**config.mk**
```make
export PLATFORM = sky130hd
export DESIGN_NAME = acfg_master
export DESIGN_NICKNAME = d
export VERILOG_FILES = /design/src/inc/acfg_pkg.sv /design/src/hw/acfg_sclk_gen.sv /design/src/hw/acfg_master.sv
export SDC_FILE = /design/constraint.sdc
export NUM_CORES = 1
export LEC_CHECK = 0
export BUFFER_PORTS_ARGS = -buffer_cell sky130_fd_sc_hd__buf_2
export CAP_MARGIN = 20
export CORE_AREA = 2 2 124 126
export DETAILED_ROUTE_END_ITERATION = 16
export DIE_AREA = 0 0 126 128
export PLACE_DENSITY_LB_ADDON = 0.1
export REMOVE_ABC_BUFFERS = 1
export SYNTH_ARGS = -nofsm -noshare
export SYNTH_HDL_FRONTEND = slang
export SYNTH_SLANG_ARGS = --single-unit
```
**constraint.sdc**
```tcl
create_clock -name clk_i -period 6.9 [get_ports clk_i]
set_clock_uncertainty 0.05 [all_clocks]
set_input_delay 0.345 -clock clk_i [delete_from_list [all_inputs] [get_ports clk_i]]
set_output_delay 0.345 -clock clk_i [all_outputs]
set_load 0.01 [all_outputs]
```
**src/inc/acfg_pkg.sv**
```systemverilog
`default_nettype none
package acfg_pkg;
  // clock and link timing
  localparam int CLK_HZ       = 20_000_000;
  localparam int SLOW_MAX_HZ  = 20_000_000;
  localparam int FAST_MAX_HZ  = 40_000_000;
  localparam int SYNC_DEPTH   = 2;
  // a half period never shorter than the input synchroniser delay
  localparam int FAST_HALF    = SYNC_DEPTH +
    (CLK_HZ + 2 * FAST_MAX_HZ - 1) / (2 * FAST_MAX_HZ);
  localparam int SLOW_HALF    = 2 * FAST_HALF;
  localparam int DIV_W        = 4;
  localparam logic [DIV_W-1:0] FAST_HALF_CYC = DIV_W'(FAST_HALF);
  localparam logic [DIV_W-1:0] SLOW_HALF_CYC = DIV_W'(SLOW_HALF);

  // flash read sequence
  localparam int          ADDR_W     = 24;
  localparam int          CMD_BITS   = 32;
  localparam logic [7:0]  READ_CMD   = 8'h03;
  localparam logic [4:0]  LAST_CMD_FALL = 5'h1F;
  localparam logic [2:0]  LAST_BIT   = 3'h7;

  // decompression and configuration memory
  localparam logic [7:0]  RUN_MARKER = 8'h00;
  localparam int          CFG_ADDR_W = 20;
  localparam logic [7:0]  ZERO_BYTE  = 8'h00;

  typedef enum logic [1:0] {
    ACFG_SCHEME_ACTIVE_SERIAL,
    ACFG_SCHEME_PASSIVE_SERIAL,
    ACFG_SCHEME_ACTIVE_PARALLEL,
    ACFG_SCHEME_FAST_PARALLEL
  } acfg_scheme_t;

  typedef enum logic [1:0] {
    ACFG_CLK_SLOW,
    ACFG_CLK_FAST,
    ACFG_CLK_USER
  } acfg_clksrc_t;

  typedef struct packed {
    logic level;
    logic rise;
    logic fall;
  } acfg_sclk_t;

  typedef struct packed {
    logic                  valid;
    logic [CFG_ADDR_W-1:0] addr;
    logic [7:0]            data;
  } acfg_cfg_write_t;
endpackage
`default_nettype wire

```
**src/hw/acfg_sclk_gen.sv**
```systemverilog
`timescale 1ns/100ps
`default_nettype none
module acfg_sclk_gen (
  // clock and reset
  input  wire logic                  clk_i,
  input  wire logic                  rst_i,
  // control
  input  wire logic                  run_i,
  input  wire acfg_pkg::acfg_clksrc_t src_i,
  input  wire logic                  user_clock_in_i,
  // generated serial clock
  output acfg_pkg::acfg_sclk_t       sclk_o
);
  import acfg_pkg::*;

  logic [DIV_W-1:0] div_cnt;
  logic [DIV_W-1:0] next_div_cnt;
  logic [1:0]       user_sync;
  logic             next_level;
  logic [DIV_W-1:0] half;
  acfg_sclk_t       next_sclk;

  ////////////////////////////////////////////////////////////////////
  // a stopped clock still finishes its high phase, so it parks low
  always_comb begin
    half         = (src_i == ACFG_CLK_SLOW) ? SLOW_HALF_CYC : FAST_HALF_CYC;
    next_level   = sclk_o.level;
    next_div_cnt = div_cnt;
    if (src_i == ACFG_CLK_USER) begin
      next_div_cnt = '0;
      if (run_i || !user_sync[1]) begin
        next_level = user_sync[1];
      end
    end else if (run_i || sclk_o.level) begin
      if (div_cnt >= half - 4'h1) begin
        next_div_cnt = '0;
        next_level   = !sclk_o.level;
      end else begin
        next_div_cnt = div_cnt + 4'h1;
      end
    end else begin
      next_div_cnt = '0;
    end
    next_sclk.level = next_level;
    next_sclk.rise  = next_level && !sclk_o.level;
    next_sclk.fall  = !next_level && sclk_o.level;
  end

  always_ff @(posedge clk_i or posedge rst_i) begin
    if (rst_i) begin
      div_cnt   <= '0;
      user_sync <= '0;
      sclk_o    <= '0;
    end else begin
      div_cnt   <= next_div_cnt;
      user_sync <= {user_sync[0], user_clock_in_i};
      sclk_o    <= next_sclk;
    end
  end
endmodule
`default_nettype wire

```
**src/hw/acfg_master.sv**
```systemverilog
// What this block does
// - master shifts, decompresses, writes configuration cells
// - reconfig low tristates, enable high only blocks the start
// - four wire flash link clock data select command
// - device generates the serial clock itself
// - slow fast or user clock source selectable
// - drive flash select low while configuring
// - command and address shifted out serially
// - after configuration pins released to pull-ups
// - chain enable out low after own data
// - chain enable pin free after configuration
// - first device masters the whole chain
// - status and complete are open drain
// - release complete when own data done
// - complete high starts initialization together
// - select and command pins have parallel roles
// - boundary scan configuration overrides scheme select
`timescale 1ns/100ps
`default_nettype none
module acfg_master (
  // clock and reset
  input  wire logic                    clk_i,
  input  wire logic                    rst_i,
  // straps and control
  input  wire logic                    reconfig_request_n_i,
  input  wire logic                    chip_enable_in_n_i,
  input  wire logic [1:0]              scheme_select_i,
  input  wire logic                    boundary_scan_config_i,
  input  wire acfg_pkg::acfg_clksrc_t  clock_source_i,
  input  wire logic                    clock_options_enable_i,
  input  wire logic                    user_clock_in_i,
  input  wire logic [acfg_pkg::ADDR_W-1:0] start_address_i,
  input  wire logic [acfg_pkg::ADDR_W-1:0] own_bytes_i,
  input  wire logic                    compressed_i,
  // flash link
  output logic                         config_serial_clock_o,
  output logic                         config_serial_clock_oe_n_o,
  output logic                         flash_select_out_o,
  output logic                         flash_select_out_oe_n_o,
  output logic                         serial_command_out_o,
  output logic                         serial_command_out_oe_n_o,
  input  wire logic                    serial_command_out_i,
  input  wire logic                    serial_data_in_i,
  // parallel scheme roles
  input  wire logic                    parallel_flash_select_i,
  output logic                         parallel_data1_o,
  // chain
  output logic                         chain_enable_out_n_o,
  output logic                         chain_enable_out_oe_n_o,
  input  wire logic                    user_chain_io_i,
  input  wire logic                    user_chain_io_oe_n_i,
  // shared open-drain lines
  input  wire logic                    config_status_n_i,
  output logic                         config_status_n_o,
  output logic                         config_status_n_oe_n_o,
  input  wire logic                    config_complete_i,
  output logic                         config_complete_o,
  output logic                         config_complete_oe_n_o,
  // configuration memory and status
  output acfg_pkg::acfg_cfg_write_t    cfg_write_o,
  output logic                         init_start_o,
  output logic                         user_mode_o
);
  import acfg_pkg::*;

  typedef enum logic [2:0] {
    S_HOLD, S_IDLE, S_CMD, S_DATA, S_RUN, S_CHAIN, S_USER
  } acfg_state_t;

  ////////////////////////////////////////////////////////////////////
  // synchronisers for the reconfig, enable, scheme, data, status, complete and command pins
  logic [7:0] sync1;
  logic [7:0] sync2;

  always_ff @(posedge clk_i or posedge rst_i) begin
    if (rst_i) begin
      // reconfig reads low until the pin is seen, so we stay in hold
      sync1 <= 8'h7F;
      sync2 <= 8'h7F;
    end else begin
      sync1 <= {reconfig_request_n_i, chip_enable_in_n_i,
                scheme_select_i, serial_data_in_i,
                config_status_n_i, config_complete_i,
                serial_command_out_i};
      sync2 <= sync1;
    end
  end

  logic         reconfig_n_s;
  logic         ce_n_s;
  acfg_scheme_t scheme_s;
  logic         data_s;
  logic         status_n_s;
  logic         complete_s;

  assign reconfig_n_s     = sync2[7];
  assign ce_n_s           = sync2[6];
  assign scheme_s         = acfg_scheme_t'(sync2[5:4]);
  assign data_s           = sync2[3];
  assign status_n_s       = sync2[2];
  assign complete_s       = sync2[1];
  assign parallel_data1_o = sync2[0];

  ////////////////////////////////////////////////////////////////////
  // serial clock source
  acfg_state_t  state;
  acfg_clksrc_t src;
  acfg_sclk_t   sclk;
  logic         clk_run;

  // without the option only the fast internal oscillator exists
  assign src = clock_options_enable_i ? clock_source_i
                                      : ACFG_CLK_FAST;
  assign clk_run = (state == S_CMD) || (state == S_DATA) ||
                   (state == S_CHAIN);

  acfg_sclk_gen u_sclk_gen (
    .clk_i           (clk_i),
    .rst_i           (rst_i),
    .run_i           (clk_run),
    .src_i           (src),
    .user_clock_in_i (user_clock_in_i),
    .sclk_o          (sclk)
  );

  ////////////////////////////////////////////////////////////////////
  // sequencer
  logic [CMD_BITS-1:0]   cmd_sr;
  logic [4:0]            fall_cnt;
  logic [2:0]            bit_cnt;
  logic [7:0]            shift;
  logic [7:0]            run_cnt;
  logic                  marker;
  logic [ADDR_W-1:0]     bytes_in;
  logic [CFG_ADDR_W-1:0] cfg_addr;
  acfg_cfg_write_t       cfg_wr;

  acfg_state_t           next_state;
  logic [CMD_BITS-1:0]   next_cmd_sr;
  logic [4:0]            next_fall_cnt;
  logic [2:0]            next_bit_cnt;
  logic [7:0]            next_shift;
  logic [7:0]            next_run_cnt;
  logic                  next_marker;
  logic [ADDR_W-1:0]     next_bytes_in;
  logic [CFG_ADDR_W-1:0] next_cfg_addr;
  acfg_cfg_write_t       next_cfg_wr;
  logic [7:0]            byte_done;
  logic                  own_done;

  always_comb begin
    next_state    = state;
    next_cmd_sr   = cmd_sr;
    next_fall_cnt = fall_cnt;
    next_bit_cnt  = bit_cnt;
    next_shift    = shift;
    next_run_cnt  = run_cnt;
    next_marker   = marker;
    next_bytes_in = bytes_in;
    next_cfg_addr = cfg_addr;
    next_cfg_wr   = '0;
    byte_done     = {shift[6:0], data_s};
    own_done      = (bytes_in + 24'h000001) >= own_bytes_i;
    unique case (state)
      S_HOLD: begin
        if (reconfig_n_s) begin
          next_state = S_IDLE;
        end
      end
      S_IDLE: begin
        // only the active-serial master at the chain head starts
        if (!boundary_scan_config_i && status_n_s && !ce_n_s &&
            scheme_s == ACFG_SCHEME_ACTIVE_SERIAL) begin
          next_state    = S_CMD;
          next_cmd_sr   = {READ_CMD, start_address_i};
          next_fall_cnt = '0;
          next_bit_cnt  = '0;
          next_bytes_in = '0;
          next_cfg_addr = '0;
          next_marker   = 1'b0;
        end
      end
      S_CMD: begin
        if (sclk.fall) begin
          next_fall_cnt = fall_cnt + 5'h01;
          next_cmd_sr   = {cmd_sr[CMD_BITS-2:0], 1'b0};
          if (fall_cnt == LAST_CMD_FALL) begin
            next_state = S_DATA;
          end
        end
      end
      S_DATA: begin
        if (sclk.fall) begin
          next_shift   = byte_done;
          next_bit_cnt = bit_cnt + 3'h1;
          if (bit_cnt == LAST_BIT) begin
            next_bytes_in = bytes_in + 24'h000001;
            if (compressed_i && marker) begin
              next_marker  = 1'b0;
              next_run_cnt = byte_done;
              next_state   = S_RUN;
            end else if (compressed_i && byte_done == RUN_MARKER) begin
              next_marker = 1'b1;
            end else begin
              next_cfg_wr.valid = 1'b1;
              next_cfg_wr.addr  = cfg_addr;
              next_cfg_wr.data  = byte_done;
              next_cfg_addr     = cfg_addr + 20'h00001;
            end
            if (own_done && !(compressed_i && marker)) begin
              next_state = S_CHAIN;
            end
          end
        end
      end
      S_RUN: begin
        // serial clock stalls while a run of zeros is expanded
        if (run_cnt != ZERO_BYTE) begin
          next_cfg_wr.valid = 1'b1;
          next_cfg_wr.addr  = cfg_addr;
          next_cfg_wr.data  = ZERO_BYTE;
          next_cfg_addr     = cfg_addr + 20'h00001;
          next_run_cnt      = run_cnt - 8'h01;
        end else if (bytes_in >= own_bytes_i) begin
          next_state = S_CHAIN;
        end else begin
          next_state = S_DATA;
        end
      end
      S_CHAIN: begin
        // keep clocking the flash so slaves get their share
        if (complete_s) begin
          next_state = S_USER;
        end
      end
      S_USER: begin
        next_state = S_USER;
      end
      default: begin
        next_state = S_HOLD;
      end
    endcase
    // an error reported on the shared status line restarts us
    if (!status_n_s && state != S_HOLD && state != S_USER &&
        state != S_IDLE) begin
      next_state = S_IDLE;
    end
    if (boundary_scan_config_i && state != S_HOLD) begin
      next_state = S_IDLE;
    end
    if (!reconfig_n_s) begin
      next_state = S_HOLD;
    end
  end

  ////////////////////////////////////////////////////////////////////
  // registered pin drive
  logic next_sclk_o;
  logic next_sclk_oe_n;
  logic next_sel_o;
  logic next_sel_oe_n;
  logic next_cmd_o;
  logic next_cmd_oe_n;
  logic next_cen_o;
  logic next_cen_oe_n;
  logic next_stat_oe_n;
  logic next_done_oe_n;
  logic next_init;
  logic link_active;

  always_comb begin
    link_active = (next_state == S_CMD) || (next_state == S_DATA) ||
                  (next_state == S_RUN) || (next_state == S_CHAIN);
    // pins float to their pull-ups whenever the link is idle, except select in active-parallel idle
    next_sclk_oe_n = !link_active;
    next_sel_oe_n  = !link_active;
    next_cmd_oe_n  = !link_active;
    next_sclk_o    = link_active && sclk.level;
    next_sel_o     = !link_active;
    next_cmd_o     = (next_state == S_CMD) && next_cmd_sr[CMD_BITS-1];
    if (next_state == S_IDLE && !boundary_scan_config_i &&
        scheme_s == ACFG_SCHEME_ACTIVE_PARALLEL) begin
      next_sel_oe_n = 1'b0;
      next_sel_o    = parallel_flash_select_i;
    end
    if (next_state == S_HOLD) begin
      next_sel_oe_n = 1'b1;
    end
    next_cen_o    = !(next_state == S_CHAIN || next_state == S_USER);
    next_cen_oe_n = 1'b0;
    if (next_state == S_USER) begin
      next_cen_o    = user_chain_io_i;
      next_cen_oe_n = user_chain_io_oe_n_i;
    end
    // open drain: only ever pull low, release otherwise
    next_stat_oe_n = next_state != S_HOLD;
    next_done_oe_n = (next_state == S_CHAIN) ||
                     (next_state == S_USER);
    next_init      = (next_state == S_USER) && (state != S_USER);
  end

  always_ff @(posedge clk_i or posedge rst_i) begin
    if (rst_i) begin
      state                      <= S_HOLD;
      cmd_sr                     <= '0;
      fall_cnt                   <= '0;
      bit_cnt                    <= '0;
      shift                      <= '0;
      run_cnt                    <= '0;
      marker                     <= 1'b0;
      bytes_in                   <= '0;
      cfg_addr                   <= '0;
      cfg_wr                     <= '0;
      config_serial_clock_o      <= 1'b0;
      config_serial_clock_oe_n_o <= 1'b1;
      flash_select_out_o         <= 1'b1;
      flash_select_out_oe_n_o    <= 1'b1;
      serial_command_out_o       <= 1'b0;
      serial_command_out_oe_n_o  <= 1'b1;
      chain_enable_out_n_o       <= 1'b1;
      chain_enable_out_oe_n_o    <= 1'b0;
      config_status_n_oe_n_o     <= 1'b0;
      config_complete_oe_n_o     <= 1'b0;
      init_start_o               <= 1'b0;
    end else begin
      state                      <= next_state;
      cmd_sr                     <= next_cmd_sr;
      fall_cnt                   <= next_fall_cnt;
      bit_cnt                    <= next_bit_cnt;
      shift                      <= next_shift;
      run_cnt                    <= next_run_cnt;
      marker                     <= next_marker;
      bytes_in                   <= next_bytes_in;
      cfg_addr                   <= next_cfg_addr;
      cfg_wr                     <= next_cfg_wr;
      config_serial_clock_o      <= next_sclk_o;
      config_serial_clock_oe_n_o <= next_sclk_oe_n;
      flash_select_out_o         <= next_sel_o;
      flash_select_out_oe_n_o    <= next_sel_oe_n;
      serial_command_out_o       <= next_cmd_o;
      serial_command_out_oe_n_o  <= next_cmd_oe_n;
      chain_enable_out_n_o       <= next_cen_o;
      chain_enable_out_oe_n_o    <= next_cen_oe_n;
      config_status_n_oe_n_o     <= next_stat_oe_n;
      config_complete_oe_n_o     <= next_done_oe_n;
      init_start_o               <= next_init;
    end
  end

  // open-drain data is always zero; the enable does the work
  assign config_status_n_o = 1'b0;
  assign config_complete_o = 1'b0;
  assign cfg_write_o       = cfg_wr;
  assign user_mode_o       = state == S_USER;
endmodule
`default_nettype wire

```
==> impl.org, run 1 <==
** Route
- In the routed layout, each cell is associated on average with a via count of 5.589.
- Post-DR wirelength/cell :: around 15 microns
- DRC :: 0
- The routed design has between 15 and 20 mm of wire.
- For this block, the initial DRC count from the detailed router was 431.
- Before antenna repair, the detailed router went through 5 iterations.
- DR vias :: just under 7000
- Once detail routing completed, the nets flagged for antenna violations numbered 0.

** Setup path
- The worst setup path is of the register to register kind.
- Top cell family by delay on the critical path :: simple AND/OR/NAND/NOR gates
- Worst path required time :: 7150 ps
- The critical path goes through ha_1, nand4_1, nor3_1, and3_1, nand2_1, xnor2_1, ha_1, nand4_1, nor4_1, and4_1, a2111oi_0, o21ai_1, a21oi_2, or3_1.
- Slowest-stage cell, CP :: nor3_1
- Worst-path maximum fanout :: 8
- On the worst path, the slowest cell contributes a delay of 530 ps.
- Critical R2R Launch :: bytes_in[0]$_DFFE_PP0P_
- Data arrives at the worst endpoint at roughly 4600 ps.
- Together, buffers and inverters on the worst path number 0.
- Launching element type of the critical path :: register
- Critical path origin :: bytes_in[0]$_DFFE_PP0P_
- Category of the worst setup path capture point :: register

** Clock network
- In this run the number of H-tree levels came out at 4.
- Counting every sink on the clock net gives 166.
- Number of buffers created by CTS :: 17
- Clock slew at the register clock pins of the worst setup and hold paths :: 70 ps
- Post-CTS Setup Inserts :: 0
- Maximum clock path buffer count :: 2
- TritonCTS built the clock tree.
- Clock network latency to the later pin of the worst-skew pair :: ~430 ps
- Clock root buffer :: clkbuf_16

** Yosys
- The synthesized netlist contains 68 unique library cells.
- In this run the cell area of the synthesized design comes to about 8700 sq um.
- Proportion of netlist area held by the largest area contributor :: 0.4270
- Yosys mapped a number of flops with a built-in enable equal to 0.
- The share of the Yosys chip area taken by registers is 0.4815.
- The Yosys step of the flow raised 0 warnings.
- Counting flops and latches in the post-synthesis netlist gives 166.
- Ys flop type :: dfrtp_1
- In this run the mean area of a mapped cell was approximately 9.6 sq um.
- The synthesized design spends more area on one cell type than any other, namely dfrtp_1.
- Synth Instances :: roughly 910
- Largest cells by area after synthesis :: dfrtp_1 43%, ha_1 8.7%, nand2_1 5.9%
- Counting flops with an async set or reset pin after synthesis yields a share of 1.000.

** Floorplanning
- Standard cell core area :: about 15000 sq um
- Die area :: ~16000 sq um
- IO Pins :: between 100 and 150
- Width of the chip :: between 100 and 150 microns
- Initial Util :: 0.5835
- Row generation in the floorplan step produced between 40 and 50 rows.
- From bottom edge to top edge, the die measures around 130 microns.

** Pwr
- Across the VDD grid, the largest voltage drop is 0.1776 mV.
- Power Density :: 249.5 nW/um^2
- Lkg Pwr :: ~4.9 nW

** Final layout
- Summing all non-filler instances in the final layout gives an area of 10050 sq um.
- The final layout contains ~1100 nets.
- Measured on the finished design, the core utilization comes to 0.6763.
- Fillcell total :: between 1000 and 1500
- Fraction of layout instances using a drive strength above 1 :: 0.1877
- Relative to the synthesized area, the layout overhead comes to 15.91%.
- Antenna diodes :: 0

** Place
- Cell Area, Placed :: ~9300 sq um
- The congestion estimate from routability-driven global placement came to roughly 0.84.
- The wire-length estimate of the detail-placed layout is roughly 13 mm.
- Number of I/O port buffers :: 108

** Timing
- Dividing the final minimum period by the clock period gives 0.6249.
- Setup repair after global routing left no endpoint under its margin.
- The count of final hold-check violations is 0.
- Based on the critical path, the design can be clocked at up to between 0.2 and 0.25 GHz.
- Time the worst path needs with I/O delays and setup :: ~4300 ps
- Tightest Pin Transition :: about 1000 ps
- Setup TNS :: 0 ps
- Worst slew margin relative to its limit :: 0.3042
- The number of slew-limit violations in the final report came to 0.
- WHS :: approximately 1.1 ps
- Setup violations remaining at the end of the flow were counted as 0.

** Min path
- The worst hold path belongs to the class input port to asynchronous set/reset pin.

** GRT
- For met1 alone, demand over resource in global routing was 0.3348.
- Global-route wire length before repair :: around 31 mm
- Layer carrying the most global-route usage :: met2
- Global routing usage on met3 :: 0.04716
- Across every metal layer, demand over resource in global routing totals 0.2428.
- Overall overflow remaining after global route :: 0
- The number of antenna violations at the first check in global routing is 0.
- For this run, global-route usage on met2 was measured as 0.3877.
- Via count of the first global-routing pass :: 6517
- Pin count of the biggest net entering global routing :: slightly above 90

** Job
- Max-cap violations in this run came to 0.

** Status
- Status :: completed
## layout by cell type (no fill, tap or decap), types with 3 or more instances in the layout
master and count:
dfrtp_1 148, nand2_1 137, buf_2 108, nor2_1 76, o21ai_0 70, ha_1 60
inv_1 43, a21oi_1 38, and2_1 29, xnor2_1 24, nand3_1 22, nor3_1 20
a32oi_1 19, dfstp_2 18, clkbuf_16 17, xor2_1 16, and3_1 14, nand4_1 13
o21ai_1 12, a211oi_1 10, dlygate4sd3_1 9, mux2_2 8, buf_4 8, o21a_1 7
nor4_1 5, a22oi_1 5, and4_1 5, o31ai_1 5, o22ai_1 5, inv_6 5
nand2b_1 4, inv_2 3, nor2b_1 3, a31oi_1 3, a21o_1 3, o211ai_1 3
clkinv_4 3
## per-layer routing
| layer | part of all wire | wire [microns] |
|---|---|---|
| met2 | 0.47 | 8777 |
| met1 | 0.47 | 8778 |
| met3 | 0.047 | 888 |
| met4 | 0.016 | 294 |
| met5 | 0 | 0 |
## cell usage after synthesis, types with 3 or more instances
master and n:
nand2_1 137, mux2_2 8, a211oi_1 10, inv_2 3
o211ai_1 3, nor4_1 5, xor2_1 16, o21ai_0 70
and3_1 14, inv_1 44, buf_2 8, a22oi_1 5
o31ai_1 5, nor3_1 20, a21o_1 3, buf_4 3
nand2b_1 4, a31oi_1 3, dfstp_2 18, o21a_1 7
ha_1 60, a32oi_1 19, nand3_1 22, nor2b_1 3
dfrtp_1 148, o21ai_1 12, nor4b_2 3, nand4_1 13
a21oi_1 38, and2_1 29, and4_1 5, clkbuf_1 25
nor2_1 76, xnor2_1 24, o22ai_1 5
## area by class of cell
| cell class | count | area [sq um] | area share |
|---|---|---|---|
| sequential | 166 | 4177 | 0.4154 |
| multi-input combinational | 658 | 4169 | 0.4147 |
| timing repair buffer | 125 | 690.7 | 0.06870 |
| clock buffer | 18 | 439.2 | 0.04368 |
| tap | 188 | 235.2 | 0.02340 |
| inverter | 47 | 181.4 | 0.01805 |
| clock inverter | 14 | 161.4 | 0.01605 |
## repair_timing
action / in CTS / in global routing
hold buffers: 9 / 0
gates resized for setup: 0 / 0
endpoints found under the hold margin: 9 / 0
## state kept, by name, indices dropped and copies added (netlist names), 2 cells and up
signal                cells
bit_cnt                   3
bytes_in                 24
cfg_addr                 20
cfg_write_o              29
cmd_sr                   32
fall_cnt                  5
run_cnt                   8
shift                     7
state                     3
sync1                     8
sync2                     8
u_sclk_gen.div_cnt        4
u_sclk_gen.sclk_o         2
u_sclk_gen.user_sync      2
## cell families after synthesis
logic type,share of synthesized area
buffers and inverters,0.03924
muxes,0.01154
and+or+nand+nor,0.1975
adders and majority gates,0.08771
AOI/OAI and AO/OA,0.1417
xor gates and xnor gates,0.04039
DFF,0.4815
other,0.0004324
## worst register-to-register path, delay by kind of cell, from the launching register on
kind                       cells  cell delay, ps
xor gates and xnor gates       1             150
AOI/OAI and AO/OA              3             540
adders and majority gates      2             580
DFF                            1             450
and+or+nand+nor                8            2420
## report_power, final
part / internal [W] / total (W) / switching, W
clock network: 0.000552 / 0.000969 / 0.000416
registers: 0.00107 / 0.00117 / 0.0000973
logic: 0.000164 / 0.000369 / 0.000206
total: 0.00179 / 0.00251 / 0.000719
## through the flow
step,total power (W),worst slack [ps],cells
final,0.002508,2588,1216
after global routing,0.002639,2154,1216
after CTS,0.002519,2604,1214
after detailed placement,0.001552,2657,1173
after global placement,0.001535,2794,1173
after floorplan,0.001433,2045,871
## worst paths after layout
path                       slack [ps]  depth (start not counted)                               end
min reg2reg                       300                          0                sync2[7]$_DFF_PP0_
max in group asynchronous        5320                          3          bytes_in[10]$_DFFE_PP0P_
min in group clk_i                 60                          3            cmd_sr[11]$_DFFE_PP0P_
max                              2590                         14  config_status_n_oe_n_o$_DFF_PP0_
max reg2reg                      2590                         14  config_status_n_oe_n_o$_DFF_PP0_
min                                 1                          2         cfg_write_o[21]$_DFF_PP0_
Power figures use the tool's default switching activity.
==> inputs of run 2 (changes only) <==
--- a/config.mk
+++ b/config.mk
@@ -7,9 +7,9 @@
 export LEC_CHECK = 0
 export BUFFER_PORTS_ARGS = -buffer_cell sky130_fd_sc_hd__buf_2
 export CAP_MARGIN = 20
-export CORE_AREA = 2 2 124 126
+export CORE_AREA = 2 2 126 128
 export DETAILED_ROUTE_END_ITERATION = 16
-export DIE_AREA = 0 0 126 128
+export DIE_AREA = 0 0 128 130
 export PLACE_DENSITY_LB_ADDON = 0.1
 export REMOVE_ABC_BUFFERS = 1
 export SYNTH_ARGS = -nofsm -noshare
==> constraint.sdc (replaced) <==
create_clock -name clk_i -period 4.5 [get_ports clk_i]
set_clock_uncertainty 0.05 [all_clocks]
set_input_delay 0.225 -clock clk_i [delete_from_list [all_inputs] [get_ports clk_i]]
set_output_delay 0.225 -clock clk_i [all_outputs]
set_load 0.01 [all_outputs]
==> impl.org, run 2 (synthesized netlist as in run 1, its figures left out) <==
** Status
- Status: complete, but fails checks (was completed).
- The checks that failed: negative hold slack.

** Timing
- Final Max Slew Viols :: 0 (unchanged)
- WHS :: -23.65 ps (was 1.101 ps)
- Setup repair after global routing missed its margin :: false (unchanged)
- Tightest Pin Transition :: 950.3 ps (was 1044 ps)
- Count of endpoints failing hold in the final timing report :: 48 (was 0)
- Time the worst path needs with I/O delays and setup :: 4054 ps (was 4312 ps)
- Worst slew margin relative to its limit :: 0.3664 (was 0.3042)
- The final cycle utilization of the critical path is 0.9010 (was 0.6249).
- Endpoints failing setup :: 0 (unchanged)
- Highest achievable clock rate :: 0.2466 GHz (was 0.2319 GHz)

** Clock network
- Clock sink count :: 166 (unchanged)
- The CTS tree was yes (unchanged).
- The H-tree depth came to 4 (unchanged).
- Clock slew at the register clock pins of the worst setup and hold paths :: 70 ps (about the same)
- The maximum buffer depth of the clock tree is 2 (unchanged).
- Number of buffers created by CTS :: 17 (unchanged)
- Clock root buffer :: clkbuf_16 (unchanged)
- Clock network latency to the later pin of the worst-skew pair :: 420 ps (was 430 ps)
- Post-CTS Setup Inserts :: 0 (unchanged)

** Place
- The detailed placement HPWL came to 13.22 mm (was 13.00 mm).
- The count of input and output buffers came to 108 (unchanged).
- The post-placement cell area came to 9390 sq um (was 9348 sq um).
- The routability-driven placement congestion ratio is 0.8562 (was 0.8388).

** Pwr
- Power Density :: 370.4 nW/um^2 (was 249.5 nW/um^2)
- The standby leakage power was 5.018 nW (was 4.926 nW).
- Total design power :: 0.003807 W (was 0.002508 W)
- The peak supply drop was 0.3130 mV (was 0.1776 mV).

** Final layout
- Antenna diodes :: 0 (unchanged)
- The number of filler instances in the final layout was 1263 (was 1239).
- The fraction of final layout cells with drive strength greater than 1 came to 0.1835 (was 0.1877).
- The register name with the most flops was cmd_sr (unchanged).
- The most common cell after layout, fill and taps aside is dfrtp_1 (unchanged).
- The number of nets in the final layout came to 1168 (was 1142).
- Area used by multi-input combinational logic :: 4169 sq um (unchanged)
- The post-route core utilization is 0.6663 (was 0.6763).
- Fin area :: 10280 sq um (was 10050 sq um)
- The sequential cell area is 4177 sq um (unchanged).
- Number of flip-flops under the largest register name :: 32 (unchanged)
- Layout-stage area growth over the synthesis result :: 18.49% (was 15.91%)
- Commonest cells after routing, fill and taps aside :: 148 x dfrtp_1, 137 x nand2_1, 108 x buf_2 (unchanged)

** Floorplanning
- The chip height was 130 microns (was 128 microns).
- Initial Util :: 0.5623 (was 0.5835)
- The area enclosed by the die boundary is 16640 sq um (was 16130 sq um).
- Standard cell core area :: 15420 sq um (was 14860 sq um)
- Width of the chip :: 128 microns (was 126 microns)
- Floorplan row count :: 46 (was 45)
- IO Pins :: 111 (unchanged)

** GRT
- The total global routing track utilization was 0.2457 (was 0.2428).
- The number of antenna violations at the first check in global routing came to 0 (unchanged).
- The pin count of the biggest net entering global routing came to 110 (was 91).
- The total global routing overflow was 0 (unchanged).
- The wire length of the first global-routing pass came to 32.57 mm (was 31.42 mm).
- Via count of the first global-routing pass :: 6715 (was 6517)

** Setup path
- The slowest library cell on the worst path was dfrtp_1 (was nor3_1).
- Crit-path cells :: ha_1, nand4_1, nor3_1, buf_4, and3_1, nand2_1, xnor2_1, ha_1, nand4_1, nor4_1, and4_1, a2111oi_0, o21ai_1, a21oi_2, or3_1 (was ha_1, nand4_1, nor3_1, and3_1, nand2_1, xnor2_1, ha_1, nand4_1, nor4_1, and4_1, a2111oi_0, o21ai_1, a21oi_2, or3_1)
- The maximum fanout along the worst path was 8 (unchanged).
- The type of the worst setup path was register to register (unchanged).
- Critical path origin :: bytes_in[0]$_DFFE_PP0P_ (unchanged)
- The delay of the slowest cell on the worst path came to 440 ps (was 530 ps).
- Critical R2R Launch :: bytes_in[0]$_DFFE_PP0P_ (unchanged)
- Critical Path AT :: 4300 ps (was 4560 ps)
- Launching element type of the critical path :: register (unchanged)
- Buffers & Inverters on Critical Path :: 1 (was 0)
- Top cell family by delay on the critical path :: simple AND/OR/NAND/NOR gates (unchanged)
- The required time reported for the critical path endpoint was 4750 ps (was 7150 ps).
- Category of the worst setup path capture point :: register (unchanged)

** Route
- Routed Wire Length :: 19.41 mm (was 18.74 mm)
- DRC :: 0 (unchanged)
- The count of nets left with antenna violations after detail routing was 0 (unchanged).
- The iteration-0 DRC count of the detailed router is 465 (was 431).
- The via total after detailed routing came to 6949 (was 6796).
- Post-DR wirelength/cell :: 15.61 microns (was 15.41 microns)
- Via/cell ratio :: 5.586 (was 5.589)
- The detailed-router iteration count before antenna repair was 5 (unchanged).

** Job
- The number of max-cap violations is 0 (unchanged).

** Min path
- The type of the tightest min-delay check is input port to asynchronous set/reset pin (unchanged).
[run 2: cell types whose count changed in the layout (fill, tap and decap cells not counted)]
cell,change
inv_8,-1
buf_4,+4
inv_6,-2
clkinvlp_4,+1
clkbuf_1,+2
clkinv_4,-2
dlygate4sd3_1,+22
[run 2: timing repair]
item / 4_1_cts / 5_1_grt
endpoints found under the hold margin: 31 / 0
hold buffers: 31 / 0
endpoints found under the setup margin: 0 / 0
resized for setup: 0 / 0
[run 2: cell type report]
type	instances	area share
clock inverter	10	0.01193
clock buffer	20	0.04346
sequential	166	0.4064
inverter	47	0.01765
multi-input combinational	658	0.4056
tap	192	0.02337
timing repair buffer	151	0.09155
[run 2: per-stage QoR]
| stage | setup WS, ps | setup TNS [ps] | std cells | hold WS (ps) |
|---|---|---|---|---|
| global placement | 581.1 | 0 | 1182 | 281.7 |
| CTS | 416.2 | 0 | 1243 | 10.24 |
| finish | 445.6 | 0 | 1244 | -23.65 |
| global route | 3.205 | 0 | 1244 | 47.22 |
| floorplan | -235.2 | -35760 | 871 | 179.5 |
| detailed placement | 448.3 | 0 | 1182 | 281.2 |
[run 2: power breakdown]
group	leakage (nW)	switching, W	internal (W)
clock network	0.275	0.000600	0.000832
logic	2.61	0.000316	0.000263
registers	2.13	0.000150	0.00165
[run 2: metal layers]
metal,track usage,vias to the layer above,wire (microns),part of all wire
li1,-,3439,-,-
met1,0.3378,3319,9238,0.48
met2,0.3964,161,9137,0.47
met3,0.04510,30,714,0.037
met4,0.08597,0,323,0.017
met5,0,-,0,0
[run 2: path summary, 6_finish.rpt]
kind | depth (start not counted) | end | slack [ps]
worst max-delay path | 15 | config_status_n_oe_n_o$_DFF_PP0_ | 450
worst min-delay path | 2 | cfg_write_o[21]$_DFF_PP0_ | -20
worst max register to register | 15 | config_status_n_oe_n_o$_DFF_PP0_ | 450
worst min register to register | 0 | sync2[7]$_DFF_PP0_ | 300
max in group asynchronous | 3 | sync1[3]$_DFF_PP1_ | 3410
min in group clk_i | 3 | chain_enable_out_n_o$_DFF_PP1_ | 50
